===== config.mk =====
export PLATFORM = sky130hd
export DESIGN_NAME = usr_shift_reg
export DESIGN_NICKNAME = d
export VERILOG_FILES = /design/src/usr_pkg.sv /design/src/usr_fifo.sv /design/src/usr_shift_reg.sv
export SDC_FILE = /design/constraint.sdc
export NUM_CORES = 1
export LEC_CHECK = 0
export BUFFER_PORTS_ARGS = -buffer_cell sky130_fd_sc_hd__buf_2
export CAP_MARGIN = 20
export CORE_MARGIN = 5
export CORE_UTILIZATION = 25
export CTS_CLUSTER_DIAMETER = 30
export DETAILED_ROUTE_END_ITERATION = 7
export PLACE_DENSITY = 0.41
export SLEW_MARGIN = 20
export SYNTH_ARGS = -nofsm -noshare
export SYNTH_HDL_FRONTEND = slang
export SYNTH_SLANG_ARGS = --single-unit

===== constraint.sdc =====
create_clock -name pclk -period 8.8 [get_ports pclk]
set_input_delay 0.44 -clock pclk [delete_from_list [all_inputs] [get_ports pclk]]
set_output_delay 0.44 -clock pclk [all_outputs]
set_load 0.02 [all_outputs]

===== src/usr_pkg.sv =====
package usr_pkg;

    // ------------------------------------------------------------------
    // Register map
    // ------------------------------------------------------------------
    localparam int          USR_ADDR_W   = 12;
    localparam logic [11:0] USR_OFS_CTRL = 12'h000;
    localparam logic [11:0] USR_OFS_CMD  = 12'h004;
    localparam logic [11:0] USR_OFS_STAT = 12'h008;
    localparam logic [11:0] USR_OFS_FLAG = 12'h00C;
    localparam logic [11:0] USR_OFS_STEP = 12'h010;

    // Control register fields and reset value.
    localparam int          USR_CTRL_RUN   = 0;
    localparam int          USR_CTRL_CLR_N = 1;
    localparam logic [1:0]  USR_CTRL_RST   = 2'h3;

    // Command word layout.
    localparam int          USR_STAGES   = 4;
    localparam int          USR_CMD_W    = 8;
    localparam int          USR_CMD_DLO  = 0;
    localparam int          USR_CMD_DHI  = 3;
    localparam int          USR_CMD_SRL  = 4;
    localparam int          USR_CMD_SRF  = 5;
    localparam int          USR_CMD_MS0  = 6;
    localparam int          USR_CMD_MS1  = 7;

    // Flag register fields.
    localparam int          USR_FLAG_EMPTY = 0;
    localparam int          USR_FLAG_FULL  = 1;
    localparam int          USR_FLAG_OVF   = 2;
    localparam int          USR_FLAG_LVLLO = 8;
    localparam int          USR_FLAG_LVLHI = 12;

    // Command buffer shape and step counter width.
    localparam int          USR_FIFO_DEPTH = 16;
    localparam int          USR_LVL_W      = 5;
    localparam int          USR_STEP_W     = 16;
    localparam logic [15:0] USR_STEP_ONE   = 16'h0001;

    // Mode selected by {mode_select_high, mode_select_low}.
    typedef enum logic [1:0] {
        USR_MODE_HOLD  = 2'b00,
        USR_MODE_LAST  = 2'b01,
        USR_MODE_FIRST = 2'b10,
        USR_MODE_LOAD  = 2'b11
    } usr_mode_t;

    // Sequencer states, Gray coded along idle, run, clear.
    typedef enum logic [1:0] {
        USR_ST_IDLE  = 2'b00,
        USR_ST_RUN   = 2'b01,
        USR_ST_CLEAR = 2'b11
    } usr_state_t;

endpackage : usr_pkg


===== src/usr_fifo.sv =====
module usr_fifo #(
    parameter int WIDTH = 8,
    parameter int DEPTH = 16
) (
    input  wire logic               pclk,
    input  wire logic               presetn,
    input  wire logic               in_valid,
    output logic                    in_ready,
    input  wire logic [WIDTH-1:0]   in_data,
    output logic                    out_valid,
    input  wire logic               out_ready,
    output logic [WIDTH-1:0]        out_data,
    output logic [$clog2(DEPTH):0]  level
);

    // ------------------------------------------------------------------
    // Storage and pointers
    // ------------------------------------------------------------------
    localparam int PW = $clog2(DEPTH);
    localparam logic [PW-1:0] PLAST = PW'(DEPTH - 1);
    localparam logic [PW:0]   PFULL = (PW + 1)'(DEPTH);
    localparam logic [PW-1:0] PINC  = PW'(1);
    localparam logic [PW:0]   CINC  = (PW + 1)'(1);

    logic [WIDTH-1:0] mem_ff [DEPTH];
    logic [PW-1:0]    wr_ptr_ff;
    logic [PW-1:0]    rd_ptr_ff;
    logic [PW:0]      count_ff;
    wire              push;
    wire              pop;

    // Honest full and empty straight from the occupancy count.
    assign in_ready  = (count_ff != PFULL);
    assign out_valid = (count_ff != '0);
    assign push      = in_valid & in_ready;
    assign pop       = out_valid & out_ready;
    assign out_data  = mem_ff[rd_ptr_ff];
    assign level     = count_ff;

    // Write side stores a word and advances the write pointer.
    always_ff @(posedge pclk) begin
        if (push) begin
            mem_ff[wr_ptr_ff] <= in_data;
        end
    end

    // Pointers wrap at the last slot; count follows push and pop.
    always_ff @(posedge pclk or negedge presetn) begin
        if (!presetn) begin
            wr_ptr_ff <= '0;
            rd_ptr_ff <= '0;
            count_ff  <= '0;
        end else begin
            if (push) begin
                wr_ptr_ff <= (wr_ptr_ff == PLAST) ? '0 : wr_ptr_ff + PINC;
            end
            if (pop) begin
                rd_ptr_ff <= (rd_ptr_ff == PLAST) ? '0 : rd_ptr_ff + PINC;
            end
            if (push && !pop) begin
                count_ff <= count_ff + CINC;
            end else if (pop && !push) begin
                count_ff <= count_ff - CINC;
            end
        end
    end

endmodule : usr_fifo


===== src/usr_shift_reg.sv =====
// Implementation choices: the register addresses and register access over APB.
module usr_shift_reg
    import usr_pkg::*;
(
    input  wire logic                   pclk,
    input  wire logic                   presetn,
    input  wire logic                   psel,
    input  wire logic                   penable,
    input  wire logic                   pwrite,
    input  wire logic [USR_ADDR_W-1:0]  paddr,
    input  wire logic [31:0]            pwdata,
    output logic [31:0]                 prdata,
    output logic                        pready,
    output logic                        pslverr,
    output logic                        stage_out_0,
    output logic                        stage_out_1,
    output logic                        stage_out_2,
    output logic                        stage_out_3
);

    // ------------------------------------------------------------------
    // Declarations
    // ------------------------------------------------------------------
    // Registers of the block.
    logic [1:0]             ctrl_ff;
    logic                   ovf_ff;
    logic [USR_STAGES-1:0]  stage_ff;
    logic [USR_STEP_W-1:0]  step_cnt_ff;
    logic [31:0]            prdata_ff;

    // Sequencer state and next values.
    usr_state_t             state_ff;
    usr_state_t             nxt_state;
    logic [USR_STAGES-1:0]  nxt_stage;
    logic [31:0]            nxt_rdata;

    // Nets of the command buffer.
    wire                    fifo_in_ready;
    wire                    fifo_out_valid;
    wire [USR_CMD_W-1:0]    fifo_out_data;
    wire [USR_LVL_W-1:0]    fifo_level;

    // ------------------------------------------------------------------
    // Mode decoding
    // ------------------------------------------------------------------

    // Maps a command word to its mode from the two mode selects.
    // Mode codes equal the select pair.
    function automatic usr_mode_t usr_decode_mode(
        input logic [USR_CMD_W-1:0] cmd
    );
        usr_mode_t m;
        case ({cmd[USR_CMD_MS1], cmd[USR_CMD_MS0]})
            USR_MODE_LAST: begin
                m = USR_MODE_LAST;
            end
            USR_MODE_FIRST: begin
                m = USR_MODE_FIRST;
            end
            USR_MODE_LOAD: begin
                m = USR_MODE_LOAD;
            end
            default: begin
                m = USR_MODE_HOLD;
            end
        endcase
        return m;
    endfunction : usr_decode_mode

    // ------------------------------------------------------------------
    // APB decode
    // ------------------------------------------------------------------

    // Setup and access phase qualifiers.
    // Writes change state only in the access phase; read data loads in setup.
    wire setup_ph  = psel & ~penable;
    wire access_ph = psel & penable;
    wire wr_acc    = access_ph & pwrite;

    // Address hits, one per register.
    wire hit_ctrl  = (paddr == USR_OFS_CTRL);
    wire hit_cmd   = (paddr == USR_OFS_CMD);
    wire hit_stat  = (paddr == USR_OFS_STAT);
    wire hit_flag  = (paddr == USR_OFS_FLAG);
    wire hit_step  = (paddr == USR_OFS_STEP);
    wire hit_any   = hit_ctrl | hit_cmd | hit_stat | hit_flag | hit_step;

    // The command port is write only; a read of it counts as unmapped.
    // Writes to read-only words are ignored.
    wire bad_addr  = ~hit_any | (hit_cmd & ~pwrite);

    // A command write into a full buffer is refused and flagged.
    wire cmd_wr    = wr_acc & hit_cmd;
    wire cmd_push  = cmd_wr & fifo_in_ready;
    wire cmd_drop  = cmd_wr & ~fifo_in_ready;

    // Control and flag writes; a one clears overflow.
    wire ctrl_wr   = wr_acc & hit_ctrl;
    wire flag_wr   = wr_acc & hit_flag;
    wire ovf_clr   = flag_wr & pwdata[USR_FLAG_OVF];

    // Zero wait states; errors only in the access phase.
    // No transfer is ever stretched.
    assign pready  = 1'b1;
    assign pslverr = access_ph & (bad_addr | cmd_drop);

    // Read data comes straight from its register.
    assign prdata  = prdata_ff;

    // ------------------------------------------------------------------
    // Control fields
    // ------------------------------------------------------------------

    // Run gates stepping; clear_n low holds the register cleared.
    // Both fields come out of reset set.
    wire run_en    = ctrl_ff[USR_CTRL_RUN];
    wire clear_act = ~ctrl_ff[USR_CTRL_CLR_N];

    // ------------------------------------------------------------------
    // Step sequencing
    // ------------------------------------------------------------------

    // A step is one command taken from the buffer; none while clearing.
    // One step is one edge of the shift register.
    wire step = (state_ff == USR_ST_RUN) & fifo_out_valid & ~clear_act;

    // The sequencer follows clear first, then run; buffered work only gates the step.
    // Leaving clear passes through idle, so no
    // command runs on the edge that releases it.
    always_comb begin
        nxt_state = state_ff;
        case (state_ff)
            USR_ST_IDLE: begin
                // Waits for run; clear is honoured first.
                if (clear_act) begin
                    nxt_state = USR_ST_CLEAR;
                end else if (run_en) begin
                    nxt_state = USR_ST_RUN;
                end
            end
            USR_ST_RUN: begin
                // Stops on clear or when run falls.
                if (clear_act) begin
                    nxt_state = USR_ST_CLEAR;
                end else if (!run_en) begin
                    nxt_state = USR_ST_IDLE;
                end
            end
            USR_ST_CLEAR: begin
                // Stays until clear is released.
                if (!clear_act) begin
                    nxt_state = USR_ST_IDLE;
                end
            end
            default: begin
                nxt_state = USR_ST_IDLE;
            end
        endcase
    end

    // State register of the sequencer.
    always_ff @(posedge pclk or negedge presetn) begin
        if (!presetn) begin
            state_ff <= USR_ST_IDLE;
        end else begin
            state_ff <= nxt_state;
        end
    end

    // ------------------------------------------------------------------
    // Command buffer
    // ------------------------------------------------------------------

    // Sixteen buffered commands; draining stalls when not stepping.
    // A write into a full buffer is refused with an
    // error, so no command is lost unseen.
    usr_fifo #(
        .WIDTH (USR_CMD_W),
        .DEPTH (USR_FIFO_DEPTH)
    ) u_cmd_fifo (
        .pclk      (pclk),
        .presetn   (presetn),
        .in_valid  (cmd_push),
        .in_ready  (fifo_in_ready),
        .in_data   (pwdata[USR_CMD_W-1:0]),
        .out_valid (fifo_out_valid),
        .out_ready (step),
        .out_data  (fifo_out_data),
        .level     (fifo_level)
    );

    // ------------------------------------------------------------------
    // Stage next values
    // ------------------------------------------------------------------

    // Fields of the command at the head of the buffer.
    // They stand until the command is consumed.
    wire [USR_STAGES-1:0] par_data = fifo_out_data[USR_CMD_DHI:USR_CMD_DLO];
    wire       ser_last  = fifo_out_data[USR_CMD_SRL];
    wire       ser_first = fifo_out_data[USR_CMD_SRF];
    usr_mode_t head_mode;
    assign head_mode = usr_decode_mode(fifo_out_data);

    // Neighbour feeding each stage, serial bits at the two ends.
    // Bit zero enters the first stage.
    wire [USR_STAGES+1:0] chain = {ser_first, stage_ff, ser_last};

    // One selector per stage picks its next value from the mode.
    // Toward last, stage i takes chain[i]; toward
    // first, it takes chain[i+2].
    genvar gi;
    generate
        for (gi = 0; gi < USR_STAGES; gi++) begin : g_stage
            always_comb begin
                case (head_mode)
                    USR_MODE_LOAD: begin
                        nxt_stage[gi] = par_data[gi];
                    end
                    USR_MODE_LAST: begin
                        nxt_stage[gi] = chain[gi];
                    end
                    USR_MODE_FIRST: begin
                        nxt_stage[gi] = chain[gi+2];
                    end
                    default: begin
                        nxt_stage[gi] = stage_ff[gi];
                    end
                endcase
            end
        end
    endgenerate

    // ------------------------------------------------------------------
    // Stage register
    // ------------------------------------------------------------------

    // Clear wins; otherwise only a step changes the stages.
    // Commands wait in the buffer while clear
    // is active instead of being consumed.
    always_ff @(posedge pclk or negedge presetn) begin
        if (!presetn) begin
            stage_ff <= '0;
        end else if (clear_act) begin
            stage_ff <= '0;
        end else if (step) begin
            stage_ff <= nxt_stage;
        end
    end

    // Outputs fall in the same cycle as clear, before any edge.
    // Without the gate they would fall only one edge after the
    // write that sets clear.
    wire [USR_STAGES-1:0] stage_vis = clear_act ? '0 : stage_ff;

    // Stage zero is the first stage.
    assign stage_out_0 = stage_vis[0];
    assign stage_out_1 = stage_vis[1];
    assign stage_out_2 = stage_vis[2];
    assign stage_out_3 = stage_vis[3];

    // ------------------------------------------------------------------
    // Step counter
    // ------------------------------------------------------------------

    // Counts executed steps of every mode; clear restarts it.
    // Hold commands count too, as they are consumed.
    always_ff @(posedge pclk or negedge presetn) begin
        if (!presetn) begin
            step_cnt_ff <= '0;
        end else if (clear_act) begin
            step_cnt_ff <= '0;
        end else if (step) begin
            step_cnt_ff <= step_cnt_ff + USR_STEP_ONE;
        end
    end

    // ------------------------------------------------------------------
    // Control and flag registers
    // ------------------------------------------------------------------

    // Control register written whole from the low bits.
    // Software may set run and clear together.
    always_ff @(posedge pclk or negedge presetn) begin
        if (!presetn) begin
            ctrl_ff <= USR_CTRL_RST;
        end else if (ctrl_wr) begin
            ctrl_ff <= pwdata[USR_CTRL_CLR_N:USR_CTRL_RUN];
        end
    end

    // Sticky overflow, cleared by writing one; a new drop wins.
    // It tells software a command was lost.
    always_ff @(posedge pclk or negedge presetn) begin
        if (!presetn) begin
            ovf_ff <= 1'b0;
        end else if (cmd_drop) begin
            ovf_ff <= 1'b1;
        end else if (ovf_clr) begin
            ovf_ff <= 1'b0;
        end
    end

    // ------------------------------------------------------------------
    // Read data
    // ------------------------------------------------------------------

    // Read word selected during setup so it stands in the access phase.
    // Loading in setup lets prdata come from a
    // flip-flop yet stand in the access phase.
    always_comb begin
        nxt_rdata = '0;
        if (hit_ctrl) begin
            nxt_rdata[USR_CTRL_CLR_N:USR_CTRL_RUN] = ctrl_ff;
        end else if (hit_stat) begin
            nxt_rdata[USR_STAGES-1:0] = stage_vis;
        end else if (hit_flag) begin
            nxt_rdata[USR_FLAG_EMPTY] = ~fifo_out_valid;
            nxt_rdata[USR_FLAG_FULL]  = ~fifo_in_ready;
            nxt_rdata[USR_FLAG_OVF]   = ovf_ff;
            nxt_rdata[USR_FLAG_LVLHI:USR_FLAG_LVLLO] = fifo_level;
        end else if (hit_step) begin
            nxt_rdata[USR_STEP_W-1:0] = step_cnt_ff;
        end
    end

    // Read data register loaded on the setup cycle of a read.
    // It keeps its word until the next read.
    always_ff @(posedge pclk or negedge presetn) begin
        if (!presetn) begin
            prdata_ff <= '0;
        end else if (setup_ph && !pwrite) begin
            prdata_ff <= nxt_rdata;
        end
    end

endmodule : usr_shift_reg


==> flow_summary.json <==
{
  "yosysWarningCount": 0,
  "tritoncts": "yes",
  "period_minus_slack_ns": 3.87,
  "status": "finished clean",
  "power_mw": 1.74,
  "dp.final_hpwl_um": 12400,
  "drc": 0,
  "layout_common_cells": "128 x edfxtp_1, 51 x dfrtp_1, 45 x buf_2",
  "avgRoutedWirePerCell_um": 17.6,
  "clock-sinks": 182,
  "drt_iter0_drc": 332,
  "layout_commonest_cell": "edfxtp_1",
  "die_area_um2": 36200,
  "grt_setup_unrepaired": "false",
  "port_buffers": 45,
  "io_pins": 87,
  "final_cells": 1064,
  "start_kind": "flip-flop",
  "row_count": 66,
  "synthCells": 573,
  "synth_seq_area_share": 0.640,
  "drv_cap": 0,
  "grt_start_max_net_pins": 55,
  "period_share": 0.440,
  "num_vias": 4685,
  "worstMarginPinSlew_ns": 1.08,
  "clk_latency_ns": 0.43,
  "drt_pre_antenna_iters": 4,
  "holdCritPathClass": "input pin to async pin",
  "power.density_nw_per_um2": 186,
  "final.setup.tns_ns": 0,
  "cts_made_buffers": 17,
  "place.gp.congestion": 0.736,
  "ant_nets": 0,
  "max_freq_ghz": 0.258,
  "synth.distinct_cells": 62,
  "die_h_um": 190,
  "cts_buffer_depth": 2,
  "die_w_um": 190,
  "p_clk_frac": 0.451,
  "power_leakage_nw": 3.26,
  "antenna_cells": 0,
  "finalHoldViolCount": 0,
  "cts-hold-fix-buffers": 0,
  "cts_setup_buffers": 0,
  "synth_edf_count": 128,
  "slew_violations": 0,
  "synth_flop_cell": "edfxtp_1",
  "p_comb_frac": 0.021,
  "async_flop_share": 0.297,
  "fin_skew_ns": 0.00933,
  "switchingPower_mw": 0.364,
  "grt_use_total": 0.105,
  "crit_path_end_kind": "flip-flop",
  "nets": 674,
  "clkTransAtPathRegs_ns": 0.07,
  "cts_root_buffer": "clkbuf_16",
  "drive_above_1_share": 0.182,
  "path_class": "flip-flop to flip-flop",
  "viasPerCell": 4.40,
  "power.switching_fraction": 0.209,
  "synthesis.area_um2": 8120,
  "vdd.ir_drop.worst_mv": 0.145,
  "grt_pass1_wl_um": 28700,
  "pwr-share-seq": 0.528,
  "cp.required_ns": 9.12,
  "areaGrowthSynthToFinish_pct": 15.1,
  "p_int_mw": 1.38,
  "gr-total-overflow": 0,
  "arrival_ns": 4.19,
  "reg2reg_slack_ns": 4.93,
  "ctsResizeCount": 0,
  "syn_avg_cell_area_um2": 14.2,
  "max_slew_margin": 0.275,
  "reg2reg_depth": 8,
  "htree_num_levels": 4,
  "crit_fanout": 35,
  "finalSetupViolations": 0,
  "fp.coreArea_um2": 32300,
  "fillers": 3267,
  "antenna_found_initial": 1,
  "finalWirelength_um": 18700,
  "synth-seq-cells": 182,
  "initial_core_util": 0.251,
  "place_inst": 1033,
  "grt_pass1_vias": 4798
}
## registers in the layout, indices dropped and copies added, names as in the netlist
name	cells
ctrl_ff	2
ovf_ff	1
prdata	16
stage_ff	4
state_ff	2
step_cnt_ff	16
u_cmd_fifo.level	5
u_cmd_fifo.mem_ff	128
u_cmd_fifo.rd_ptr_ff	4
u_cmd_fifo.wr_ptr_ff	4
## synthesized netlist by cell type, types with 3 or more instances
cell | number | area share
and2_1 | 12 | 0.0092
o211a_1 | 3 | 0.0037
nand4_1 | 8 | 0.0062
nor2_1 | 18 | 0.0083
nand2b_1 | 5 | 0.0039
a31oi_1 | 6 | 0.0046
dfrtp_1 | 52 | 0.16
nor3_1 | 6 | 0.0037
o31ai_1 | 7 | 0.0065
a2111oi_0 | 3 | 0.0032
mux2i_1 | 35 | 0.043
clkbuf_1 | 14 | 0.0065
edfxtp_1 | 128 | 0.47
o21ai_0 | 11 | 0.0068
a22o_1 | 8 | 0.0086
a21o_1 | 3 | 0.0028
o41ai_1 | 3 | 0.0032
nand2_1 | 44 | 0.020
nand3_1 | 21 | 0.013
a22oi_1 | 14 | 0.013
a221oi_1 | 3 | 0.0032
inv_1 | 19 | 0.0088
or3_1 | 4 | 0.0031
xnor2_1 | 12 | 0.013
xor2_1 | 6 | 0.0065
a21oi_1 | 9 | 0.0055
ha_1 | 14 | 0.022
nor2b_1 | 15 | 0.012
buf_4 | 19 | 0.018
buf_2 | 10 | 0.0062
mux4_2 | 18 | 0.050
mux2_2 | 3 | 0.0042
nor4_1 | 3 | 0.0023
## worst max-delay path, stage by stage (launching register included)
cell      delay (ns)
dfrtp_2         0.67
buf_4           0.54
mux4_2          0.40
mux4_2          0.54
inv_1           0.08
ha_1            0.35
a221oi_1        0.59
nand2_1         0.21
o32ai_1         0.33
## power groups by stage
stage	sequential (mW)	clock [mW]	combinational (mW)
after detailed placement	0.937	0	0.0371
final	0.919	0.785	0.0363
after global placement	0.937	0	0.0358
after global routing	0.918	0.839	0.0411
after CTS	0.919	0.804	0.0373
after floorplan	0.937	0	0.0206
## through the flow
step,util,hold WS (ns),worst slack [ns],instance area [um^2]
after floorplan,-,0.144,5.73,8170
after global placement,0.271,0.458,4.65,8740
after detailed placement,0.271,0.471,4.56,8740
after CTS,0.289,0.172,4.89,9340
after global routing,0.289,0.221,4.64,9340
final,0.289,0.155,4.93,9340
## logic make-up after synthesis
| kind of cell | synth area share |
|---|---|
| AO/OA/AOI/OAI | 0.0805 |
| XOR/XNOR | 0.0194 |
| adder cells (fa/ha/maj) | 0.0240 |
| buffers and inverters | 0.0413 |
| flip-flops | 0.640 |
| multiplexers | 0.0973 |
| other | 0.000925 |
| AND/OR/NAND/NOR | 0.0963 |
## final cells by class
type	count	area (um^2)	share of cell area
flip-flops and latches	182	5200	0.557
well taps	442	553	0.0592
clock inverters	12	165	0.0177
clock buffers	19	433	0.0463
multi-input cells	341	2660	0.285
inverters	19	71.3	0.00764
repair buffers	49	255	0.0273
## per-layer routing
metal  wire (um)  up-vias  track usage
li1            -     2204            -
met2        9000      103        0.172
met3         784       25       0.0215
met4         375        0       0.0367
met5           0        -            0
met1        8570     2353        0.140
## path summary, 6_finish.rpt
| check | startpoint | end |
|---|---|---|
| setup / recovery | u_cmd_fifo.rd_ptr_ff[1] | stage_ff[1] |
| hold / removal | presetn | prdata[6] |
| setup reg to reg | u_cmd_fifo.rd_ptr_ff[1] | stage_ff[1] |
| hold reg to reg | prdata[3] | prdata[3] |
| max in group asynchronous | presetn | u_cmd_fifo.rd_ptr_ff[1] |
| min in group pclk | paddr[3] | ovf_ff |
No activity file was read; power rests on OpenSTA's default activity.
